### config.mk
export PLATFORM = sky130hd
export DESIGN_NAME = usr_special_regs
export DESIGN_NICKNAME = d
export VERILOG_FILES = /design/src/common/usr_pkg.sv /design/src/rtl/usr_special_regs.sv
export SDC_FILE = /design/constraint.sdc
export NUM_CORES = 1
export LEC_CHECK = 0
export BUFFER_PORTS_ARGS = -buffer_cell sky130_fd_sc_hd__clkbuf_2
export CORE_UTILIZATION = 49
export DETAILED_ROUTE_END_ITERATION = 6
export GPL_TIMING_DRIVEN = 0
export PLACE_DENSITY = 0.77
export SLEW_MARGIN = 5
export SYNTH_ARGS = -nofsm -noshare
export SYNTH_HDL_FRONTEND = slang
export SYNTH_SLANG_ARGS = --single-unit
### constraint.sdc
create_clock -name clk -period 4.4 [get_ports clk]
set_input_delay 0.22 -clock clk [delete_from_list [all_inputs] [get_ports clk]]
set_output_delay 0.22 -clock clk [all_outputs]
set_load 0.005 [all_outputs]
### src/common/usr_pkg.sv
// ==========================================================
// user special register constants and carriers
// ==========================================================
package usr_pkg;
  localparam int unsigned USR_WORD_W = 32;  // register width
  localparam int unsigned USR_TIME_W = 64;  // time counter width
  localparam int unsigned USR_SPR_W = 10;  // special register number width
  localparam int unsigned USR_BYTES_W = 7;  // string byte count width
  localparam int unsigned USR_KEEP_W = 8;  // write-and-keep reserved field width
  // special register numbers
  localparam logic [9:0] USR_SPR_FLAGS = 10'h001;  // exception flags
  localparam logic [9:0] USR_SPR_LINK = 10'h008;  // link target
  localparam logic [9:0] USR_SPR_COUNT = 10'h009;  // loop count
  localparam logic [9:0] USR_SPR_TLO_RD = 10'h10c;  // low half, read
  localparam logic [9:0] USR_SPR_THI_RD = 10'h10d;  // high half, read
  localparam logic [9:0] USR_SPR_TLO_WR = 10'h11c;  // low half, supervisor write
  localparam logic [9:0] USR_SPR_THI_WR = 10'h11d;  // high half, supervisor write
  // flag positions in the 32-bit word (lsb numbering)
  localparam int unsigned USR_SO_BIT = 31;  // sticky error
  localparam int unsigned USR_RANGE_BIT = 30;  // signed range error
  localparam int unsigned USR_WRAP_BIT = 29;  // unsigned wrap
  localparam int unsigned USR_KEEP_LSB = 8;  // kept reserved field low bit
  localparam int unsigned USR_BYTES_LSB = 0;  // byte count low bit
  // operation kinds reported by the integer unit
  typedef enum logic [3:0] {
    USR_OP_NOFLAG, USR_OP_ADD, USR_OP_ADDC, USR_OP_ADDE,
    USR_OP_SUBF, USR_OP_SUBFC, USR_OP_SUBFE, USR_OP_SRA, USR_OP_CMP
  } usr_op_kind_t;
  // completed integer operation
  typedef struct packed {
    logic valid;
    usr_op_kind_t kind;
    logic oe;
    logic [31:0] a;
    logic [31:0] b;
    logic [5:0] shamt;
  } usr_alu_op_t;
  // completed branch
  typedef struct packed {
    logic valid;
    logic link;
    logic decCount;
    logic [31:0] nextPc;
  } usr_branch_t;
  // special register move request
  typedef struct packed {
    logic mfValid;
    logic mtValid;
    logic supervisor;
    logic [9:0] sprNum;
    logic [31:0] wdata;
  } usr_spr_req_t;
endpackage : usr_pkg

### src/rtl/usr_special_regs.sv
// Operation
// - sticky error set by range error, software clears
// - range error is carry0 xor carry1 when enabled
// - compares and ops without overflow enable keep range error
// - carrying and extended ops set wrap from carry0
// - others keep wrap; shift-algebraic sets on ones lost from a negative operand
// - flags come from whole three-operand sum
// - bits 8..15 stored; other reserved read zero
// - seven-bit field gives string byte count
// - branch-to-link target comes from link register
// - low link bits stored, masked for fetch
// - link option writes next address, taken or not
// - counted branch decrements count, zero wraps
// - branch-to-count target comes from count register
// - 64-bit time counter increments on ticks
// - time counter readable as high, low halves
// - user reads at 268/269, supervisor-only writes
// - halves read separately, no 64-bit read
`timescale 1ns/1ps
`default_nettype none
module usr_special_regs (
  // clock and reset
  input wire logic clk,
  input wire logic reset,
  // completed operations from execution units
  input wire usr_pkg::usr_alu_op_t aluOp,
  input wire usr_pkg::usr_branch_t branch,
  // special register move port
  input wire usr_pkg::usr_spr_req_t sprReq,
  output logic [31:0] sprRdData,
  output logic sprRdValid,
  output logic sprErr,
  // periodic tick from outside the core clock
  input wire logic timeTickPin,
  // values the core consumes
  output logic [31:0] linkFetchAddr,
  output logic [31:0] countTarget,
  output logic [6:0] stringByteCount,
  output logic stickyErr,
  output logic unsignedWrap
);
  import usr_pkg::*;

  // ==========================================================
  // exception flags
  // ==========================================================
  logic sticky_r, sticky_nxt;  // sticky error
  logic rangeErr_r, rangeErr_nxt;  // signed range error
  logic wrap_r, wrap_nxt;  // unsigned wrap
  logic [USR_KEEP_W-1:0] keep_r, keep_nxt;  // write-and-keep reserved bits
  logic [USR_BYTES_W-1:0] bytes_r, bytes_nxt;  // string byte count
  logic [31:0] opX, opY;  // sum operands after inversion
  logic opCin;  // carry into bit 0
  logic [32:0] opSum;  // full sum with carry out
  logic carryMsb, carryNext;  // carry out of msb and of next bit
  logic [31:0] shMask;  // bits shifted out by the algebraic shift
  logic sraLost;  // negative operand lost a one
  logic arithOp, carryOp;  // operation classes
  logic mtFlags;  // software write to flags
  logic [31:0] flagsWord;  // flags as read

  assign mtFlags = sprReq.mtValid && sprReq.sprNum == USR_SPR_FLAGS;
  assign flagsWord = {sticky_r, rangeErr_r, wrap_r, 13'h0000, keep_r, 1'b0, bytes_r};

  // whole-operation sum, never a partial one
  always_comb
  begin
    opX = aluOp.a;
    opY = aluOp.b;
    opCin = 1'b0;
    case (aluOp.kind)
      USR_OP_ADDE: opCin = wrap_r;
      USR_OP_SUBF, USR_OP_SUBFC:
      begin
        opX = ~aluOp.a;  // subtract-from is ~a + b + 1
        opCin = 1'b1;
      end
      USR_OP_SUBFE:
      begin
        opX = ~aluOp.a;
        opCin = wrap_r;
      end
      default: opCin = 1'b0;
    endcase
    opSum = {1'b0, opX} + {1'b0, opY} + {32'h00000000, opCin};
    carryMsb = opSum[32];
    carryNext = opSum[31] ^ opX[31] ^ opY[31];  // carry into the msb
    shMask = ~(32'hffffffff << aluOp.shamt);  // shifts of 32 or more lose all
    sraLost = aluOp.a[31] && |(aluOp.a & shMask);
    arithOp = aluOp.kind inside {USR_OP_ADD, USR_OP_ADDC, USR_OP_ADDE,
                                 USR_OP_SUBF, USR_OP_SUBFC, USR_OP_SUBFE};
    carryOp = aluOp.kind inside {USR_OP_ADDC, USR_OP_ADDE, USR_OP_SUBFC, USR_OP_SUBFE};
  end

  // flag next values; hardware updates land after software writes so a set is never lost
  always_comb
  begin
    sticky_nxt = sticky_r;
    rangeErr_nxt = rangeErr_r;
    wrap_nxt = wrap_r;
    keep_nxt = keep_r;
    bytes_nxt = bytes_r;
    if (mtFlags)
    begin
      sticky_nxt = sprReq.wdata[USR_SO_BIT];  // only software clears it
      rangeErr_nxt = sprReq.wdata[USR_RANGE_BIT];
      wrap_nxt = sprReq.wdata[USR_WRAP_BIT];
      keep_nxt = sprReq.wdata[USR_KEEP_LSB +: USR_KEEP_W];
      bytes_nxt = sprReq.wdata[USR_BYTES_LSB +: USR_BYTES_W];
    end
    if (aluOp.valid)
    begin
      // compares and flagless ops fall through untouched
      if (arithOp && aluOp.oe)
      begin
        rangeErr_nxt = carryMsb ^ carryNext;
        if (carryMsb ^ carryNext)
          sticky_nxt = 1'b1;
      end
      if (carryOp)
        wrap_nxt = carryMsb;
      else if (aluOp.kind == USR_OP_SRA)
        wrap_nxt = sraLost;
    end
  end

  // contents are not reset on purpose
  always_ff @(posedge clk)
  begin
    sticky_r <= sticky_nxt;
    rangeErr_r <= rangeErr_nxt;
    wrap_r <= wrap_nxt;
    keep_r <= keep_nxt;
    bytes_r <= bytes_nxt;
  end

  assign stickyErr = sticky_r;
  assign unsignedWrap = wrap_r;
  assign stringByteCount = bytes_r;

  // ==========================================================
  // link target and loop count
  // ==========================================================
  logic [31:0] link_r, link_nxt;  // link register, all bits kept
  logic [31:0] linkFetch_r, linkFetch_nxt;  // fetch copy with low bits cleared
  logic [31:0] count_r, count_nxt;  // loop count
  logic mtLink, mtCount;  // software writes

  assign mtLink = sprReq.mtValid && sprReq.sprNum == USR_SPR_LINK;
  assign mtCount = sprReq.mtValid && sprReq.sprNum == USR_SPR_COUNT;

  // branch updates win over a move in the same cycle
  always_comb
  begin
    link_nxt = link_r;
    count_nxt = count_r;
    if (mtLink)
      link_nxt = sprReq.wdata;
    if (mtCount)
      count_nxt = sprReq.wdata;
    if (branch.valid && branch.link)
      link_nxt = branch.nextPc;
    if (branch.valid && branch.decCount)
      count_nxt = count_r - 32'h00000001;
    // a separate copy keeps the fetch output a plain flop
    linkFetch_nxt = {link_nxt[31:2], 2'b00};
  end

  // contents are not reset on purpose
  always_ff @(posedge clk)
  begin
    link_r <= link_nxt;
    linkFetch_r <= linkFetch_nxt;
    count_r <= count_nxt;
  end

  assign linkFetchAddr = linkFetch_r;
  assign countTarget = count_r;

  // ==========================================================
  // time counter
  // ==========================================================
  logic tickMeta_r, tickSync_r, tickLast_r;  // tick synchroniser and edge history
  logic tickMeta_nxt, tickSync_nxt, tickLast_nxt;
  logic tickEdge;  // one core cycle per tick
  logic [63:0] timeCnt_r, timeCnt_nxt;  // counter, high half in bits 63:32
  logic wrLow, wrHigh;  // supervisor writes

  assign tickEdge = tickSync_r && !tickLast_r;
  assign wrLow = sprReq.mtValid && sprReq.supervisor && sprReq.sprNum == USR_SPR_TLO_WR;
  assign wrHigh = sprReq.mtValid && sprReq.supervisor && sprReq.sprNum == USR_SPR_THI_WR;

  // increment then let a supervisor write replace its half
  always_comb
  begin
    tickMeta_nxt = timeTickPin;
    tickSync_nxt = tickMeta_r;
    tickLast_nxt = tickSync_r;
    timeCnt_nxt = timeCnt_r + {63'h0, tickEdge};
    if (wrLow)
      timeCnt_nxt[31:0] = sprReq.wdata;
    if (wrHigh)
      timeCnt_nxt[63:32] = sprReq.wdata;
  end

  // synchroniser resets; counter contents do not
  always_ff @(posedge clk)
  begin
    if (reset)
    begin
      tickMeta_r <= 1'b0;
      tickSync_r <= 1'b0;
      tickLast_r <= 1'b0;
    end
    else
    begin
      tickMeta_r <= tickMeta_nxt;
      tickSync_r <= tickSync_nxt;
      tickLast_r <= tickLast_nxt;
    end
    timeCnt_r <= timeCnt_nxt;
  end

  // ==========================================================
  // move answers
  // ==========================================================
  logic [31:0] rdData_r, rdData_nxt;  // read data
  logic rdValid_r, rdValid_nxt;  // read answer strobe
  logic err_r, err_nxt;  // refused move strobe

  // decode; a half is read alone, a 64-bit read does not exist
  always_comb
  begin
    rdData_nxt = 32'h00000000;
    rdValid_nxt = 1'b0;
    err_nxt = 1'b0;
    if (sprReq.mfValid)
    begin
      rdValid_nxt = 1'b1;
      if (sprReq.sprNum == USR_SPR_FLAGS)
        rdData_nxt = flagsWord;
      else if (sprReq.sprNum == USR_SPR_LINK)
        rdData_nxt = link_r;
      else if (sprReq.sprNum == USR_SPR_COUNT)
        rdData_nxt = count_r;
      else if (sprReq.sprNum == USR_SPR_TLO_RD)
        rdData_nxt = timeCnt_r[31:0];
      else if (sprReq.sprNum == USR_SPR_THI_RD)
        rdData_nxt = timeCnt_r[63:32];
      else
        err_nxt = 1'b1;  // unmapped, answers zero
    end
    else if (sprReq.mtValid)
    begin
      // user writes to the counter and writes to read encodings are dropped
      if (!(mtFlags || mtLink || mtCount || wrLow || wrHigh))
        err_nxt = 1'b1;
    end
  end

  // answer strobes reset to idle
  always_ff @(posedge clk)
  begin
    if (reset)
    begin
      rdData_r <= 32'h00000000;
      rdValid_r <= 1'b0;
      err_r <= 1'b0;
    end
    else
    begin
      rdData_r <= rdData_nxt;
      rdValid_r <= rdValid_nxt;
      err_r <= err_nxt;
    end
  end

  assign sprRdData = rdData_r;
  assign sprRdValid = rdValid_r;
  assign sprErr = err_r;
endmodule : usr_special_regs
`default_nettype wire

=== Word level (Yosys, flattened, before mapping) ===
Index checks and enable logic that the tools add are counted.

* Register bits: 183
* Input port bits: 159
* Output and inout bits: 107
* Logic and storage cells: 101

* Mux-type cells: 33
* Add/subtract/negate cells: 4
* Bitwise gates (word level): 7
* Reductions and logical operators: 26
* Equal/unequal tests: 14
* Shift operators: 1

{| class="wikitable"
|+ Operators with widths
! cell !! number
|-
| $mux 32 || 12
|-
| $add 64x1->64 || 1
|-
| $not 32->32 || 2
|-
| $eq 10x9->1 const B || 4
|-
| $add 32x32->33 || 1
|-
| $add 33x1->33 || 1
|-
| $and 32x32->32 || 1
|-
| $reduce_or 32->1 || 1
|-
| $shl 32x6->32 const A || 1
|-
| $sub 32x1->32 const B || 1
|-
| $eq 10x4->1 const B || 2
|-
| $mux 1 || 20
|-
| $eq 4x3->1 const B || 4
|-
| $logic_and 1x1->1 || 11
|-
| $eq 10x1->1 const B || 1
|-
| $eq 4x2->1 const B || 2
|-
| $reduce_bool 6->1 || 1
|-
| $reduce_or 2->1 || 3
|-
| $reduce_or 3->1 || 2
|-
| $eq 4x1->1 const B || 1
|-
| $logic_or 1x1->1 || 4
|-
| $reduce_bool 2->1 || 2
|-
| $reduce_bool 4->1 || 1
|-
| $xor 1x1->1 || 3
|-
| 3 further kinds || 3
|}

=== Depth between registers and ports, before layout ===
* Word-level depth: 11
* Mapped depth: 14
* Depth with buffers taken out: 13

=== Worst setup path before layout ===
No wires, ideal clock.

* Kind: input-to-reg
* Start: input sprReq[32] in the netlist's numbering
* End: register count_r[0], in the netlist countTarget[0] (enable)
* Buffers on the path: 3
* Setup time: 466 ps
* Path slack: 287 ps
* Required time: 3,934 ps
* Cell stages on the path: 5
* Arrival time: 3,648 ps
* Cells stage by stage: clkbuf_1 buf_1 buf_1 nand2_1 o21ai_0

* Cells in the longest elaborated chain, start to end: 3

{| class="wikitable"
|+ RTL lines
! item !! line !! RTL
|-
| start, declared || usr_special_regs.sv:29 || <nowiki>input wire usr_pkg::usr_spr_req_t sprReq,</nowiki>
|-
| $eq 10x4->1 || usr_special_regs.sv:150 || <nowiki>assign mtCount = sprReq.mtValid && sprReq.sprNum == USR_SPR_COUNT;</nowiki>
|-
| $logic_and 1x1->1 || usr_special_regs.sv:150 ||
|-
| $reduce_bool 2->1 (no line) || n/a ||
|-
| end signal, assigned || usr_special_regs.sv:174 || <nowiki>count_r <= count_nxt;</nowiki>
|-
| end, declared || usr_special_regs.sv:146 || <nowiki>logic [31:0] count_r, count_nxt;</nowiki>
|}

No other way between the ends.
A chain may end at the register's enable or synchronous reset.

=== Worst setup path after layout ===
* Start: register tickSync_r, in the netlist tickLast_nxt
* End: register timeCnt_r[60]

* Cells in the longest elaborated chain, start to end: 3

{| class="wikitable"
|+ RTL lines
! item !! line !! RTL
|-
| start, declared || usr_special_regs.sv:183 || <nowiki>logic tickMeta_r, tickSync_r, tickLast_r;</nowiki>
|-
| start signal, assigned || usr_special_regs.sv:218 || <nowiki>tickSync_r <= tickSync_nxt;</nowiki>
|-
| $logic_and 1x1->1 || usr_special_regs.sv:189 || <nowiki>assign tickEdge = tickSync_r && !tickLast_r;</nowiki>
|-
| $add 64x1->64 || usr_special_regs.sv:199 || <nowiki>timeCnt_nxt = timeCnt_r + {63'h0, tickEdge};</nowiki>
|-
| $mux 32 || usr_special_regs.sv:202 || <nowiki>if (wrHigh)</nowiki>
|-
| net timeCnt_nxt[60] || usr_special_regs.sv:186 || <nowiki>logic [63:0] timeCnt_r, timeCnt_nxt;</nowiki>
|-
| end signal, assigned || usr_special_regs.sv:221 || <nowiki>timeCnt_r <= timeCnt_nxt;</nowiki>
|-
| end, declared || usr_special_regs.sv:186 ||
|}

The timed path passes the listed nets, and every way through them passes these cells.

==> run summary <==
Final Core Density = 0.6169
Ys async rst share = 0
Global-route wire length before repair = 49710 µm
Fmax = 322.3 MHz
Routed WL = 32820 µm
Hold Buf Count CTS = 0
Seq/Total Area, Yosys = 0.4131
Max cap viols = 0
Main synth FF type = dfxtp_1
TritonCTS clock tree = done
EDFF count, synth = 79
Clock Skew = 10.89 ps
Hold EP = tickMeta_r$_SDFF_PP0_
Port bufs = 257
Final Hold Fails = 0
Via count = 9985
Dpl cell area = 12490 µm²
Iter 0 DRT Violations = 839
Chip width = 150.3 µm
Final count of pins violating max slew = 0
Final setup vio count = 0
HPWL Detailed = 24770 µm
Initial Utilization = 0.5065
Min-delay worst type = input port to register
Clk sinks = 183
Endpoint type of the worst setup path = register
Min-Delay Path Depth = 2
Crit Path Class = register to register
Gates resized, CTS repair = 0
Synthesized instance count = 1164
Clock-pin transition on the worst setup and hold timing paths = 70 ps
Cell Area, Synth = 10780 µm²
Detail Route Antenna Nets = 0
TritonCTS buffer count = 17
Least-Margin Pin Slew = 902.3 ps
Yosys top cell by area = edfxtp_1
Ant. Diodes = 0
Top cells by area, synth = edfxtp_1 (22%), dfxtp_1 (19%), xnor2_1 (6.2%), nor2_1 (5.5%), a21oi_1 (4.6%)
Net count, final = 1637
GRT Util Overall = 0.2900
DIE AREA = 22600 µm²
I/O pin cnt = 266
FF+latch count, synth = 183
CP required = 4700 ps
Site Rows = 53
Ys Warns = 0
Synth unique cells = 69
P&R area growth vs syn = 21.79%
Worst endpoint data arrival time = 3400 ps
Pre-Repair DR Iteration Count = 7
Syn avg cell area = 9.263 µm²
Power Dens Cells = 412.9 nW/µm²
Outcome = complete, no violations
CTS root buf = clkbuf_16
Average wire per standard cell = 18.96 µm
Initial antenna violation count = 1
CP Launch Type = register
RSZ-0062 raised after global routing = false
Mean number of vias per cell = 5.768
IR drop worst, VDD = 0.2543 mV
RR Endpoint = timeCnt_r[60]$_DFF_P_
Yosys top cell area share = 0.2200
Reg2Reg Launch Point = tickLast_nxt$_SDFF_PP0_
GRT overflow = 0
Largest net degree at the start of global routing = 19
Final Cycle Share = 0.7052
Worst-skew pair later-pin latency = 440 ps
H-Tree Depth = 4
Min-delay src = timeTickPin
GPL Wtd Cong = 0.9517
Final instance area = 13130 µm²
DIE HEIGHT = 150.3 µm
R2R depth = 11
Finished Layout Cells = 1731
Slew HR = 0.3985
Placed cell count = 1699
Leak = 5.489 nW
Critical Path Fanout Max = 6
Hold slack = 42.53 ps
Layout cells sized above 1 = 0.2617
Reg2reg setup slack = 1300 ps
Post-CTS Setup Inserts = 0
DRC = 0
Clk buf depth = 2
Core area = 21290 µm²
Min Clock Period, post-route = 3103 ps
Vias in the first global route = 9380
## placed cells by master, fill, tap and decap left out, types with 6 or more instances in the layout
cell / count
nor3_1: 13
clkbuf_16: 17
and4_1: 9
a21o_1: 9
buf_4: 32
a31oi_1: 10
or4_1: 6
nor2_1: 157
xnor2_1: 76
dfxtp_1: 104
mux2_2: 35
clkbuf_2: 257
o21ai_0: 47
o32a_1: 18
nor2b_1: 8
a21oi_1: 99
and3_1: 20
o22a_1: 14
xor2_1: 46
o21ai_1: 14
nand4_1: 14
clkbuf_1: 47
nand3_1: 35
ha_1: 35
buf_1: 12
inv_1: 10
mux2i_1: 49
nand2_1: 88
edfxtp_1: 79
nand2b_1: 6
## synth_stat cells, types with 3 or more instances
master       n
buf_4       32
ha_1        35
nor2_1     157
and2_1       5
mux2i_1     49
edfxtp_1    79
nand3_1     35
o22a_1      14
a31oi_1     10
mux2_2      35
a21oi_1     99
inv_1       10
a211oi_1     3
or3_1        5
dfxtp_1    104
xor2_1      46
and4_1       9
buf_1       12
o22ai_1      3
nor3_2       3
nand4_1     14
nand2b_1     6
nand3b_1     4
o21ai_0     49
nor4_1       4
nor2b_1      8
o32a_1      18
a2111oi_0    3
nand2_1     88
and3_1      20
or4_1        6
buf_2        3
xnor2_1     76
clkbuf_1    43
a221oi_1     3
o21ai_1     14
a21o_1       9
nor3_1      13
## worst max-delay path, cell delays in order (launching register included)
cell and delay (ps):
dfxtp_1 310, nor2b_1 130, ha_1 190, ha_1 240
nand4_1 190, nor3_2 480, and4_1 430, and2b_1 350
nand2_1 250, nor2_1 170, xnor2_1 140, a21oi_1 80
## layout make-up
| class | count | area [µm²] |
|---|---|---|
| buffer | 91 | 475.5 |
| clock buffer | 21 | 440.4 |
| timing repair buffer | 259 | 1341 |
| sequential | 183 | 4454 |
| fill | 1851 | 8155 |
| tap | 275 | 344.1 |
| clock inverter | 11 | 197.7 |
| inverter | 10 | 37.54 |
| multi-input combinational | 881 | 5841 |
## flip-flops by register name (all words and copies together) (netlist names), 7 cells and up
signal / count
timeCnt_r: 64
link_r: 32
keep_r: 8
stringByteCount: 7
sprRdData: 32
countTarget: 32
## cell families after synthesis
logic type	synth area share
other	0.0003478
XOR/XNOR	0.09911
buffers and inverters	0.04758
AO/OA/AOI/OAI	0.1365
AND/OR/NAND/NOR	0.1807
adder cells (fa/ha/maj)	0.04062
flip-flops	0.4131
multiplexers	0.08205
## worst max path at each step
stage	start	to	slack (ps)	cells past startpoint
final	tickLast_nxt$_SDFF_PP0_	timeCnt_r[60]$_DFF_P_	1300	11
after global routing	tickLast_nxt$_SDFF_PP0_	timeCnt_r[57]$_DFF_P_	1110	12
after CTS	aluOp[71]	stickyErr$_DFF_P_	1310	13
after detailed placement	aluOp[71]	stickyErr$_DFF_P_	880	13
after global placement	sprReq[41]	link_r[1]$_DFFE_PP_	-2070	8
after floorplan	sprReq[32]	countTarget[0]$_DFFE_PP_	290	5
## stage by stage
step	setup TNS [ps]	total power [W]	worst slack, ps
final	0	0.005422	1297
after global routing	0	0.005652	1112
after CTS	0	0.005398	1314
after detailed placement	0	0.003734	880.6
after global placement	-123110	0.003676	-2073
after floorplan	0	0.003278	286.7
## layer usage
layer / part of all wire / vias up / track usage
li1: - / 4709 / -
met1: 0.41 / 4717 / 0.3684
met2: 0.48 / 498 / 0.4889
met3: 0.080 / 59 / 0.05636
met4: 0.024 / 2 / 0.1020
met5: 0.00034 / - / 0
## power breakdown
part           leakage (nW)  internal [W]  switching [W]
combinational          3.60      0.000660       0.000722
clock                 0.306       0.00101       0.000662
sequential             1.59       0.00205       0.000311
(Power assumes the default switching activity.)
